[config.mk]
export PLATFORM = sky130hd
export DESIGN_NAME = default_mode_setup_control
export DESIGN_NICKNAME = d
export VERILOG_FILES = /design/src/hw/setup_ctrl_pkg.sv /design/src/hw/setup_store.sv /design/src/hw/default_mode_setup_control.sv
export SDC_FILE = /design/constraint.sdc
export NUM_CORES = 1
export LEC_CHECK = 0
export ABC_AREA = 1
export BUFFER_PORTS_ARGS = -buffer_cell sky130_fd_sc_hd__buf_2
export CAP_MARGIN = 20
export CORE_MARGIN = 1.5
export CORE_UTILIZATION = 44
export DETAILED_ROUTE_END_ITERATION = 8
export HOLD_SLACK_MARGIN = 0.1
export PLACE_DENSITY_LB_ADDON = 0.1
export SKIP_LAST_GASP = 1
export SYNTH_ARGS = -nofsm -noshare
export SYNTH_HDL_FRONTEND = slang
export SYNTH_SLANG_ARGS = --single-unit
[constraint.sdc]
create_clock -name clk_in -period 6.2 [get_ports clk_in]
set_clock_uncertainty 0.15 [all_clocks]
set_input_delay 0.31 -clock clk_in [delete_from_list [all_inputs] [get_ports clk_in]]
set_output_delay 0.31 -clock clk_in [all_outputs]
set_load 0.005 [all_outputs]
[src/hw/setup_ctrl_pkg.sv]
// Constants, types and register map of the default-mode setup control
package setup_ctrl_pkg;
  // Clock and timing
  localparam int unsigned CLK_HZ          = 20_000_000;
  localparam int unsigned CLK_PERIOD_NS   = 50;
  localparam int unsigned DEBOUNCE_MS     = 10;
  localparam int unsigned DEBOUNCE_CYCLES = CLK_HZ / 1000 * DEBOUNCE_MS;
  localparam int unsigned PRST_NS         = 1000;
  localparam int unsigned PRST_CYCLES     = (PRST_NS + CLK_PERIOD_NS - 1) / CLK_PERIOD_NS;
  localparam int unsigned DB_W            = 20;
  localparam int unsigned PRST_W          = 6;
  // Storage geometry
  localparam int unsigned WORD_W    = 16;
  localparam int unsigned MEM_AW    = 1;
  localparam int unsigned MEM_DEPTH = 2;
  localparam int unsigned APB_AW    = 12;
  // Characters
  localparam logic [7:0] CHAR_NUL    = 8'h00;
  localparam logic [7:0] CHAR_CR     = 8'h0d;
  localparam logic [7:0] CHAR_DOLLAR = 8'h24;
  localparam logic [7:0] CHAR_HASH   = 8'h23;
  localparam logic [7:0] CHAR_LBRACE = 8'h7b;
  localparam logic [7:0] CHAR_RBRACE = 8'h7d;
  // Setup word fields
  localparam int unsigned ADDR_LSB = 0;
  localparam int unsigned ADDR_W   = 8;
  localparam int unsigned BAUD_LSB = 8;
  localparam int unsigned BAUD_W   = 4;
  localparam int unsigned PAR_LSB  = 12;
  localparam int unsigned PAR_W    = 2;
  localparam logic [BAUD_W-1:0] BAUD_300    = 4'h0;
  localparam logic [PAR_W-1:0]  PARITY_NONE = 2'h0;
  localparam logic [WORD_W-1:0] SETUP_RESET  = 16'h0031;
  localparam logic [WORD_W-1:0] TIMING_RESET = 16'h0000;
  // Register map
  localparam logic [APB_AW-1:0] OFS_SETUP  = 12'h000;
  localparam logic [APB_AW-1:0] OFS_TIMING = 12'h004;
  localparam logic [APB_AW-1:0] OFS_STATUS = 12'h008;
  localparam logic [1:0] SEL_SETUP  = 2'h0;
  localparam logic [1:0] SEL_TIMING = 2'h1;
  localparam logic [1:0] SEL_STATUS = 2'h2;
  localparam logic [1:0] SEL_NONE   = 2'h3;
  localparam int unsigned ST_FORCED_BIT = 0;
  localparam int unsigned ST_RUN_BIT    = 1;
  localparam int unsigned ST_XMIT_BIT   = 2;
  localparam int unsigned ST_BAUD_LSB   = 4;
  localparam int unsigned ST_PAR_LSB    = 8;

  typedef enum logic [1:0] {
    FSM_BOOT = 2'b00,
    FSM_LOAD = 2'b01,
    FSM_RUN  = 2'b11,
    FSM_PRST = 2'b10
  } fsm_type;

  typedef struct packed {
    logic              psel;
    logic              penable;
    logic              pwrite;
    logic [APB_AW-1:0] paddr;
    logic [31:0]       pwdata;
  } apb_req_type;

  typedef struct packed {
    logic [31:0] prdata;
    logic        pready;
    logic        pslverr;
  } apb_rsp_type;

  typedef struct packed {
    logic              re;
    logic              we;
    logic [MEM_AW-1:0] addr;
    logic [WORD_W-1:0] wdata;
  } mem_req_type;
endpackage : setup_ctrl_pkg

[src/hw/setup_store.sv]
// Small setup storage with registered read data
`timescale 1ns/100ps
`default_nettype none
module setup_store (
  input  wire logic                                clk_in,
  input  wire logic                                sys_rst_in,
  input  wire logic                                ce_in,
  input  wire setup_ctrl_pkg::mem_req_type         req_in,
  output logic [setup_ctrl_pkg::WORD_W-1:0]        rdata_out
);
  typedef struct packed {
    logic [setup_ctrl_pkg::MEM_DEPTH-1:0][setup_ctrl_pkg::WORD_W-1:0] mem;
    logic [setup_ctrl_pkg::WORD_W-1:0]                                rdata;
  } store_type;

  store_type store_reg;
  store_type store_next;

  // Write port and registered read port
  always_comb begin
    store_next = store_reg;
    if (ce_in) begin
      if (req_in.we) begin
        store_next.mem[req_in.addr] = req_in.wdata;
      end
      if (req_in.re) begin
        store_next.rdata = store_reg.mem[req_in.addr];
      end
    end
  end

  // Factory contents after reset
  always_ff @(posedge clk_in or posedge sys_rst_in) begin
    if (sys_rst_in) begin
      store_reg.mem[0] <= setup_ctrl_pkg::SETUP_RESET;
      store_reg.mem[1] <= setup_ctrl_pkg::TIMING_RESET;
      store_reg.rdata  <= '0;
    end else begin
      store_reg <= store_next;
    end
  end

  assign rdata_out = store_reg.rdata;
endmodule : setup_store
`default_nettype wire

[src/hw/default_mode_setup_control.sv]
// Setup selection, forced default mode and reply gating with APB access
//
// Contract
// Strap grounded gives 300 baud, no parity, and any stored address ignored.
// Forced default never writes setup storage; only active parameters are overridden.
// Forced default accepts any address except NUL, CR, $, #, { and }.
// Host always sends an address character in forced default commands.
// Strap release causes program reset, then stored baud and parity apply.
// Setup writes change storage only; forced default values stay fixed.
// Host ends commands with carriage return and sends upper-case mnemonics.
// Every reply ends with a carriage return.
// Stored setup reads back, also while forced default is active.
// Only a matched unit replies, transmitter on for reply then off.
// At power-up load setup from storage before communicating.
// Strap is synchronised and debounced; one transition gives one mode change.
`timescale 1ns/100ps
`default_nettype none
module default_mode_setup_control #(
  parameter int unsigned DEBOUNCE_CYCLES = setup_ctrl_pkg::DEBOUNCE_CYCLES
) (
  input  wire logic                               clk_in,
  input  wire logic                               sys_rst_in,
  input  wire logic                               ce_in,
  input  wire logic                               strap_n_in,
  input  wire setup_ctrl_pkg::apb_req_type        apb_req_in,
  output setup_ctrl_pkg::apb_rsp_type             apb_rsp_out,
  input  wire logic                               addr_valid_in,
  input  wire logic [7:0]                         addr_char_in,
  input  wire logic                               reply_valid_in,
  input  wire logic [7:0]                         reply_byte_in,
  input  wire logic                               reply_last_in,
  output logic                                    reply_ready_out,
  output logic                                    tx_valid_out,
  output logic [7:0]                              tx_byte_out,
  input  wire logic                               tx_ready_in,
  output logic                                    xmit_on_out,
  output logic                                    match_out,
  output logic [setup_ctrl_pkg::BAUD_W-1:0]       baud_out,
  output logic [setup_ctrl_pkg::PAR_W-1:0]        parity_out,
  output logic [setup_ctrl_pkg::WORD_W-1:0]       timing_out,
  output logic                                    forced_default_out,
  output logic                                    prog_reset_out,
  output logic                                    comm_ready_out
);
  typedef struct packed {
    setup_ctrl_pkg::fsm_type                 fsm;
    logic                                    load_idx;
    logic                                    sync1;
    logic                                    sync2;
    logic                                    db_level;
    logic [setup_ctrl_pkg::DB_W-1:0]         db_cnt;
    logic [setup_ctrl_pkg::PRST_W-1:0]       prst_cnt;
    logic [setup_ctrl_pkg::WORD_W-1:0]       setup_word;
    logic [setup_ctrl_pkg::WORD_W-1:0]       timing_word;
    logic [setup_ctrl_pkg::BAUD_W-1:0]       baud;
    logic [setup_ctrl_pkg::PAR_W-1:0]        parity;
    logic                                    rd_busy;
    logic                                    rd_valid;
    logic [1:0]                              rd_sel;
    logic [31:0]                             prdata;
    logic                                    match;
    logic                                    xmit_on;
    logic                                    tx_valid;
    logic [7:0]                              tx_byte;
    logic                                    cr_pending;
    logic                                    cr_out;
  } ctrl_type;

  ctrl_type                                ctrl_reg;
  ctrl_type                                ctrl_next;
  setup_ctrl_pkg::mem_req_type             mem_req;
  logic [setup_ctrl_pkg::WORD_W-1:0]       mem_rdata;
  logic                                    run;
  logic                                    forced_next;
  logic [1:0]                              sel;
  logic                                    slot_free;

  // Register select from an APB address
  function automatic logic [1:0] reg_sel(input logic [setup_ctrl_pkg::APB_AW-1:0] addr);
    if (addr == setup_ctrl_pkg::OFS_SETUP) begin
      reg_sel = setup_ctrl_pkg::SEL_SETUP;
    end else if (addr == setup_ctrl_pkg::OFS_TIMING) begin
      reg_sel = setup_ctrl_pkg::SEL_TIMING;
    end else if (addr == setup_ctrl_pkg::OFS_STATUS) begin
      reg_sel = setup_ctrl_pkg::SEL_STATUS;
    end else begin
      reg_sel = setup_ctrl_pkg::SEL_NONE;
    end
  endfunction : reg_sel

  // Characters that can never be an address
  function automatic logic is_reserved(input logic [7:0] c);
    is_reserved = (c == setup_ctrl_pkg::CHAR_NUL) || (c == setup_ctrl_pkg::CHAR_CR) ||
                  (c == setup_ctrl_pkg::CHAR_DOLLAR) || (c == setup_ctrl_pkg::CHAR_HASH) ||
                  (c == setup_ctrl_pkg::CHAR_LBRACE) || (c == setup_ctrl_pkg::CHAR_RBRACE);
  endfunction : is_reserved

  setup_store u_store (
    .clk_in     (clk_in),
    .sys_rst_in (sys_rst_in),
    .ce_in      (ce_in),
    .req_in     (mem_req),
    .rdata_out  (mem_rdata)
  );

  assign run       = (ctrl_reg.fsm == setup_ctrl_pkg::FSM_RUN);
  assign sel       = reg_sel(apb_req_in.paddr);
  assign slot_free = !ctrl_reg.tx_valid || tx_ready_in;

  // Next state of the whole block
  always_comb begin
    ctrl_next   = ctrl_reg;
    mem_req     = '0;
    forced_next = !ctrl_reg.db_level;
    if (ce_in) begin
      // Strap synchroniser and debounce
      ctrl_next.sync1 = strap_n_in;
      ctrl_next.sync2 = ctrl_reg.sync1;
      if (ctrl_reg.sync2 != ctrl_reg.db_level) begin
        if (ctrl_reg.db_cnt == setup_ctrl_pkg::DB_W'(DEBOUNCE_CYCLES - 1)) begin
          ctrl_next.db_level = ctrl_reg.sync2;
          ctrl_next.db_cnt   = '0;
        end else begin
          ctrl_next.db_cnt = ctrl_reg.db_cnt + 1'b1;
        end
      end else begin
        ctrl_next.db_cnt = '0;
      end
      forced_next = !ctrl_next.db_level;
      // Boot, load and program reset sequence
      case (ctrl_reg.fsm)
        setup_ctrl_pkg::FSM_BOOT: begin
          mem_req.re         = 1'b1;
          mem_req.addr       = '0;
          ctrl_next.load_idx = 1'b0;
          ctrl_next.fsm      = setup_ctrl_pkg::FSM_LOAD;
        end
        setup_ctrl_pkg::FSM_LOAD: begin
          if (!ctrl_reg.load_idx) begin
            ctrl_next.setup_word = mem_rdata;
            mem_req.re           = 1'b1;
            mem_req.addr         = 1'b1;
            ctrl_next.load_idx   = 1'b1;
          end else begin
            ctrl_next.timing_word = mem_rdata;
            ctrl_next.fsm         = setup_ctrl_pkg::FSM_RUN;
          end
        end
        setup_ctrl_pkg::FSM_RUN: begin
          if (ctrl_reg.db_level == 1'b0 && ctrl_next.db_level == 1'b1) begin
            ctrl_next.fsm      = setup_ctrl_pkg::FSM_PRST;
            ctrl_next.prst_cnt = '0;
            ctrl_next.xmit_on  = 1'b0;
            ctrl_next.tx_valid = 1'b0;
            ctrl_next.cr_pending = 1'b0;
            ctrl_next.cr_out   = 1'b0;
          end
        end
        default: begin
          ctrl_next.prst_cnt = ctrl_reg.prst_cnt + 1'b1;
          if (ctrl_reg.prst_cnt == setup_ctrl_pkg::PRST_W'(setup_ctrl_pkg::PRST_CYCLES - 1)) begin
            ctrl_next.fsm = setup_ctrl_pkg::FSM_BOOT;
          end
        end
      endcase
      // Active parameters, stored values untouched while forced
      if (forced_next) begin
        ctrl_next.baud   = setup_ctrl_pkg::BAUD_300;
        ctrl_next.parity = setup_ctrl_pkg::PARITY_NONE;
      end else begin
        ctrl_next.baud   = ctrl_next.setup_word[setup_ctrl_pkg::BAUD_LSB +: setup_ctrl_pkg::BAUD_W];
        ctrl_next.parity = ctrl_next.setup_word[setup_ctrl_pkg::PAR_LSB +: setup_ctrl_pkg::PAR_W];
      end
      // APB writes go to storage only
      if (apb_req_in.psel && apb_req_in.penable && apb_req_in.pwrite && run &&
          (sel == setup_ctrl_pkg::SEL_SETUP || sel == setup_ctrl_pkg::SEL_TIMING)) begin
        mem_req.we    = 1'b1;
        mem_req.addr  = sel[0];
        mem_req.wdata = apb_req_in.pwdata[setup_ctrl_pkg::WORD_W-1:0];
      end
      // APB read launch, capture and release
      if (apb_req_in.psel && !apb_req_in.pwrite && !ctrl_reg.rd_busy && run) begin
        ctrl_next.rd_busy = 1'b1;
        ctrl_next.rd_sel  = sel;
        if (sel == setup_ctrl_pkg::SEL_SETUP || sel == setup_ctrl_pkg::SEL_TIMING) begin
          mem_req.re   = 1'b1;
          mem_req.addr = sel[0];
        end
      end
      if (ctrl_reg.rd_busy && !ctrl_reg.rd_valid) begin
        ctrl_next.rd_valid = 1'b1;
        ctrl_next.prdata   = '0;
        if (ctrl_reg.rd_sel == setup_ctrl_pkg::SEL_STATUS) begin
          ctrl_next.prdata[setup_ctrl_pkg::ST_FORCED_BIT] = !ctrl_reg.db_level;
          ctrl_next.prdata[setup_ctrl_pkg::ST_RUN_BIT]    = run;
          ctrl_next.prdata[setup_ctrl_pkg::ST_XMIT_BIT]   = ctrl_reg.xmit_on;
          ctrl_next.prdata[setup_ctrl_pkg::ST_BAUD_LSB +: setup_ctrl_pkg::BAUD_W] = ctrl_reg.baud;
          ctrl_next.prdata[setup_ctrl_pkg::ST_PAR_LSB +: setup_ctrl_pkg::PAR_W]   = ctrl_reg.parity;
        end else if (ctrl_reg.rd_sel != setup_ctrl_pkg::SEL_NONE) begin
          ctrl_next.prdata[setup_ctrl_pkg::WORD_W-1:0] = mem_rdata;
        end
      end
      if (apb_req_in.psel && apb_req_in.penable && apb_rsp_out.pready) begin
        ctrl_next.rd_busy  = 1'b0;
        ctrl_next.rd_valid = 1'b0;
      end
      // Address match, forced mode accepts any legal character
      ctrl_next.match = 1'b0;
      if (addr_valid_in && run) begin
        if (!ctrl_reg.db_level) begin
          ctrl_next.match = !is_reserved(addr_char_in);
        end else begin
          ctrl_next.match = (addr_char_in == ctrl_reg.setup_word[setup_ctrl_pkg::ADDR_LSB +: setup_ctrl_pkg::ADDR_W]);
        end
      end
      if (ctrl_reg.match && !ctrl_reg.xmit_on && run) begin
        ctrl_next.xmit_on = 1'b1;
      end
      // Reply byte stream with appended carriage return
      if (ctrl_reg.tx_valid && tx_ready_in) begin
        ctrl_next.tx_valid = 1'b0;
        if (ctrl_reg.cr_out) begin
          ctrl_next.cr_out  = 1'b0;
          ctrl_next.xmit_on = 1'b0;
        end
      end
      if (reply_valid_in && reply_ready_out) begin
        ctrl_next.tx_valid   = 1'b1;
        ctrl_next.tx_byte    = reply_byte_in;
        ctrl_next.cr_pending = reply_last_in;
      end else if (ctrl_reg.cr_pending && slot_free) begin
        ctrl_next.tx_valid   = 1'b1;
        ctrl_next.tx_byte    = setup_ctrl_pkg::CHAR_CR;
        ctrl_next.cr_pending = 1'b0;
        ctrl_next.cr_out     = 1'b1;
      end
    end
  end

  // State register
  always_ff @(posedge clk_in or posedge sys_rst_in) begin
    if (sys_rst_in) begin
      ctrl_reg          <= '0;
      ctrl_reg.fsm      <= setup_ctrl_pkg::FSM_BOOT;
      ctrl_reg.sync1    <= 1'b1;
      ctrl_reg.sync2    <= 1'b1;
      ctrl_reg.db_level <= 1'b1;
    end else begin
      ctrl_reg <= ctrl_next;
    end
  end

  // Outputs
  assign reply_ready_out    = ctrl_reg.xmit_on && !ctrl_reg.cr_pending && !ctrl_reg.cr_out && slot_free && run;
  assign tx_valid_out       = ctrl_reg.tx_valid;
  assign tx_byte_out        = ctrl_reg.tx_byte;
  assign xmit_on_out        = ctrl_reg.xmit_on;
  assign match_out          = ctrl_reg.match;
  assign baud_out           = ctrl_reg.baud;
  assign parity_out         = ctrl_reg.parity;
  assign timing_out         = ctrl_reg.timing_word;
  assign forced_default_out = !ctrl_reg.db_level;
  assign prog_reset_out     = (ctrl_reg.fsm == setup_ctrl_pkg::FSM_PRST);
  assign comm_ready_out     = run;
  assign apb_rsp_out.prdata = ctrl_reg.prdata;
  assign apb_rsp_out.pready = apb_req_in.penable && (apb_req_in.pwrite ? run : ctrl_reg.rd_valid);
  assign apb_rsp_out.pslverr = apb_req_in.penable && apb_rsp_out.pready &&
                               (sel == setup_ctrl_pkg::SEL_NONE ||
                                (apb_req_in.pwrite && sel == setup_ctrl_pkg::SEL_STATUS));

  localparam int PRST_MAX = 40;
endmodule : default_mode_setup_control
`default_nettype wire

# --- Yosys cells after proc, flatten, opt, wreduce, memory -nomap -nowiden ---
# Cells that the tools add are included.
totals:
  output_inout_bits: 71
  elab_cells: 179
  ff_bits: 149
  inputBits: 71
op_classes:
  n_eq_ne: 21
  add_sub_neg: 2
  reduce_logical: 70
  order_cmp: 2
  n_bitwise: 3
  n_mux: 56
op_table:
  columns: ["cell", "count"]
  rows:
  - ["two-way mux 16 bit", 5]
  - ["two-way mux 20 bit", 2]
  - ["bitwise mux 32 bit", 1]
  - ["two-way mux 30 bit", 1]
  - ["logical AND 1 bit", 25]
  - ["two-way mux 6 bit", 4]
  - ["two-way mux 2 bit", 11]
  - ["two-way mux 1 bit", 21]
  - ["adder 20 x 1 -> 20 bit (second input constant)", 1]
  - ["== test 20 x 18 -> 1 bit (second input constant)", 1]
  - ["two-way mux 19 bit", 1]
  - ["two-way mux 18 bit", 1]
  - ["demux 16 bit (select 1 bit)", 1]
  - ["== test 8 x 6 -> 1 bit (second input constant)", 2]
  - ["== test 8 x 7 -> 1 bit (second input constant)", 2]
  - ["AND reduction 2 bit", 8]
  - ["AND reduction 3 bit", 5]
  - ["two-way mux 14 bit", 1]
  - ["== test 12 x 3 -> 1 bit (second input constant)", 1]
  - ["== test 12 x 4 -> 1 bit (second input constant)", 1]
  - ["logical NOT 12 bit", 1]
  - ["case mux 6 bit (2 select lines)", 1]
  - ["nonzero test 4 bit", 3]
  - ["two-way mux 11 bit", 1]
  - ["24 further kinds", 53]

# --- Longest topological paths before layout ---
depth:
  ltp_word: 16
  mapped_depth: 11

# --- Hierarchy ---
# Synthesis repeated with hierarchy kept, for this count alone.
unflattened:
  cells_unflattened: 1035
  area_unflattened_um2: 8216.6
modules_own_cells:
  columns: ["module", "area_each_um2", "seq_area_each_um2", "instances", "cells_per_inst"]
  rows:
  - ["default_mode_setup_control", 5833.1, 2531.2, 1, 758]
  - ["setup_store", 2383.5, 1204.9, 1, 277]

# --- Worst setup path after synthesis ---
# OpenSTA, ideal clock, no wires.
synth_timing:
  path_kind: "register to register"
  start: "register ctrl_reg[93] in the netlist's numbering"
  end: "register ctrl_reg[109] in the netlist's numbering"
  slack_ns: 4.592
  t_arrival_ns: 1.336
  required_time_ns: 5.928
  path_stages_with_launch: 9
  synth_period_minus_slack_ns: 1.608
  setup_ns: 0.122
  path_buffers: 0
  path_cell_list: "dfrtp_1 -> ha_1 -> inv_1 -> nor2_1 -> nand2_1 -> nor3_1 -> nand4_1 -> xor2_1 -> nor2_1"
synth_via:
  elab_chain_len: 3
  elab_cells_between_ends: 4
  cone_classes: "1 x add/sub; 1 x eq/ne; 2 x mux"
synth_rtl:
  columns: ["item", "line_no", "rtl"]
  rows:
  - ["start, declared", "default_mode_setup_control.sv:69", "ctrl_type ctrl_reg;"]
  - ["start signal, assigned", "default_mode_setup_control.sv:249", "ctrl_reg <= ctrl_next;"]
  - ["adder 20 x 1 -> 20 bit or == test 20 x 18 -> 1 bit (tied branches)", "default_mode_setup_control.sv:124, default_mode_setup_control.sv:120", null]
  - ["two-way mux 20 bit (*)", "default_mode_setup_control.sv:120", "if (ctrl_reg.db_cnt == setup_ctrl_pkg::DB_W'(DEBOUNCE_CYCLES - 1)) begin"]
  - ["two-way mux 20 bit (*)", "default_mode_setup_control.sv:119", "if (ctrl_reg.sync2 != ctrl_reg.db_level) begin"]
# Mark *: on every way between the ends. The rest lies on a longest branch, timed or not.
# A chain may end at the register's enable or synchronous reset.

# --- Final worst setup path ---
layout_timing:
  start: "input port apb_req_in[46] in the netlist's numbering"
  end: "register u_store.store_reg[22] in the netlist's numbering"
layout_via:
  elab_chain_len: 13
  elab_cells_between_ends: 18
  cone_classes: "2 x order compare; 7 x mux; 9 x reduce/logical"
layout_rtl:
  columns: ["item", "line_no", "rtl"]
  rows:
  - ["start, declared", "default_mode_setup_control.sv:25", "input wire setup_ctrl_pkg::apb_req_type apb_req_in,"]
  - ["logical AND 1 bit (4 in series)", "default_mode_setup_control.sv:175", "if (apb_req_in.psel && apb_req_in.penable && apb_req_in.pwrite && run &&"]
  - ["two-way mux 18 bit", "default_mode_setup_control.sv:175", null]
  - ["two-way mux 1 bit", "default_mode_setup_control.sv:185", "if (sel == setup_ctrl_pkg::SEL_SETUP || sel == setup_ctrl_pkg::SEL_TIMING) begin"]
  - ["two-way mux 1 bit", "default_mode_setup_control.sv:182", "if (apb_req_in.psel && !apb_req_in.pwrite && !ctrl_reg.rd_busy && run) begin"]
  - ["two-way mux 19 bit (*)", "default_mode_setup_control.sv:115", "if (ce_in) begin"]
  - ["< comparator 1 x 2 -> 1 bit (implied by the code) or >= comparator 1 bit (tied branches)", "setup_store.sv:24", "store_next.mem[req_in.addr] = req_in.wdata;"]
  - ["logical AND 1 bit (implied by the code)", "setup_store.sv:24", null]
  - ["two-way mux 16 bit (implied by the code)", "setup_store.sv:24", null]
  - ["demux 16 bit (select 1 bit)", null, null]
  - ["bitwise mux 32 bit", "setup_store.sv:24", null]
  - ["end signal, assigned", "setup_store.sv:39", "store_reg <= store_next;"]
  - ["end, declared", "setup_store.sv:16", "store_type store_reg;"]
# Marked as above.

==> run metrics <==
H-tree Lvls 4; pin count of the biggest net entering global routing 100; Tcrit/Tclk final 0.371; most used cell, CP nand2_1; Post-synth EDFFs 0; Least-Margin Pin Slew 1.02 ns; commonest cells in the netlist nand2_1 (244), dfrtp_1 (143), inv_1 (118), nand3_1 (84), buf_4 (67); Vias 6,092; status finished clean; Startpoint Class primary input; post-layout util 0.519; first-pass GRT wire length 28,700 µm; Crit path max-delay family simple AND/OR/NAND/NOR gates; vias in the first global route 5,607; DRT iter0 DRCs 387; routability cong. 0.833; Hold Slack 0.120 ns; Post-DRT Antenna Nets 0; initial antenna violation count 0; FILL cells 1,751; RSZ-0062 raised after global routing false; flops & latches, synth 149; min cycle time layout 2.30 ns; total grt overflow 0; f_max 0.435 GHz; WL per Instance 13.6 µm; final hold violation count 0; Top FF cell, synth dfrtp_1; worst-path cell chain dlygate4sd3_1 -> buf_2 -> nand2_1 -> nor2_1 -> nand3_1 -> nand3_4 -> nand2_4 -> nand2_8 -> nand2_1 -> o21ai_1; ys async rst share 1.00; share of cells above drive strength 1 0.209; Crit path required time 6.35 ns; slowest CP cell dlygate4sd3_1; # rows 48; Hold Buf Count CTS 30; Worst setup EP type register; Static Leak 4.53 nW; CTS Sinks 149; total of max-cap violations 0; ANT cells 0; clk slew on worst S/H paths 0.06 ns; Die Ht 136 µm; worst skew pair latency 0.42 ns; Initial Util 0.452; cell with the most instances after synthesis nand2_1; Avg Vias per Cell 4.76; Port Buf Inserts 109; CTS tree done; die footprint 0.0186 mm²; post-CTS sizing 0; Ports 142; DRC Markers 0; slowest stage delay, CP 0.55 ns; endpoints failing setup 0; count of buffer and inverter cells on the critical path 2; Synth Instances 956; gr usage total 0.199; # nets final 1,116; Max Slew Vio Count 0; Max clock buf depth 2; mean post-synth cell area 8.20 µm²; synthesized area 0.00784 mm²; core area 0.0174 mm²; pwr/cell area 357 mW/mm²; cts bufs inserted 17; detailed placer's ending HPWL 12,200 µm; post-CTS setup buffers 0; Sum Neg Setup Slack 0 ns; ranking of synthesized cells by area dfrtp_1 (46%), nand2_1 (12%), buf_4 (6.4%); Worst Hold Class in -> reg; arrival time of the worst setup path 2.45 ns; Seq/Total Area, Yosys 0.477; number of flip-flops in the largest register 52; die width 136 µm; area grow syn2layout 14.9%; kind of critical path in -> reg; CP max FO 31; CTS Root Cell clkbuf_16; drt total wl 17,500 µm; post-synth top area share 0.457; Max rail drop VDD 0.251 mV; DRT Pass-1 Iters 5; normalized max-slew margin 0.321; Cell variety after synth 48; Synthesis Warnings 0; Yosys top cell by area dfrtp_1
-- stage by stage --
step	cell area, µm²	setup slack, ns	total power, W	cells
3_3_place_gp	8080	3.55	0.00213	1219
5_1_grt	9010	3.74	0.00342	1281
6_report	9010	3.90	0.00321	1281
2_1_floorplan	7900	1.74	0.00199	971
3_5_place_dp	8080	3.54	0.00215	1219
4_1_cts	9010	3.92	0.00325	1281
-- logic make-up after synthesis --
| family | Yosys count | synth area share |
|---|---|---|
| compound gates | 130 | 0.0966 |
| xor+xnor | 14 | 0.0156 |
| fa+ha+maj | 2 | 0.00319 |
| buf+inv | 215 | 0.145 |
| flops | 149 | 0.477 |
| mux | 1 | 0.00144 |
| other cells | 1 | 0.000478 |
| simple gates | 444 | 0.261 |
-- power breakdown --
| group | total [W] | internal, W | switching [W] |
|---|---|---|---|
| Clock | 0.00108 | 0.000685 | 0.000394 |
| Combinational | 0.000764 | 0.000290 | 0.000474 |
| Sequential | 0.00137 | 0.00119 | 0.000177 |
-- path summary, 6_finish.rpt --
path,cells past startpoint,slack (ns),to,startpoint
max in group asynchronous,4,4.20,u_store.rdata_out[14],sys_rst_in
worst min-delay path,4,0.12,ctrl_reg[115],ce_in
worst max-delay path,10,3.90,u_store.store_reg[22],apb_req_in[46]
min in group asynchronous,3,0.50,ctrl_reg[74],sys_rst_in
worst min register to register,2,0.31,ctrl_reg[115],ctrl_reg[115]
worst max register to register,8,3.93,u_store.store_reg[22],ctrl_reg[117]
-- layout make-up --
| class | count | area, µm² | area share |
|---|---|---|---|
| Clock buffer | 24 | 502 | 0.0557 |
| Clock inverter | 8 | 123 | 0.0136 |
| Inverter | 127 | 482 | 0.0535 |
| Multi-Input combinational cell | 607 | 3020 | 0.336 |
| Sequential cell | 149 | 3740 | 0.415 |
| Tap cell | 225 | 282 | 0.0313 |
| Timing Repair Buffer | 141 | 861 | 0.0956 |
-- worst register-to-register path: stages (launching register included) --
cell and delay, ns:
dfrtp_1 0.47, nand2_4 0.17, nor2_1 0.08, nand3_1 0.13
nand3_4 0.27, nand2_4 0.45, nand2_8 0.26, nand2_1 0.12
o21ai_1 0.06
-- cell usage in the layout, fill, tap and decap left out, drive strengths merged, types with 12 or more instances in the layout --
cell         synthesis  routed
a21oi               12      12
buf                 80     111
clkbuf               8      24
conb                 1      16
dfrtp              143     143
dlygate4sd3          0      30
inv                126     126
nand2              272     272
nand3               87      87
nor2                51      51
o21ai               91      91
-- layer usage --
| layer | routed length [µm] | vias to the layer above | GRT usage |
|---|---|---|---|
| met5 | 0 | - | 0 |
| li1 | - | 3147 | - |
| met3 | 579 | 22 | 0.0350 |
| met4 | 279 | 0 | 0.0644 |
| met2 | 7760 | 120 | 0.301 |
| met1 | 8860 | 2803 | 0.290 |
Power figures use the tool's default switching activity.
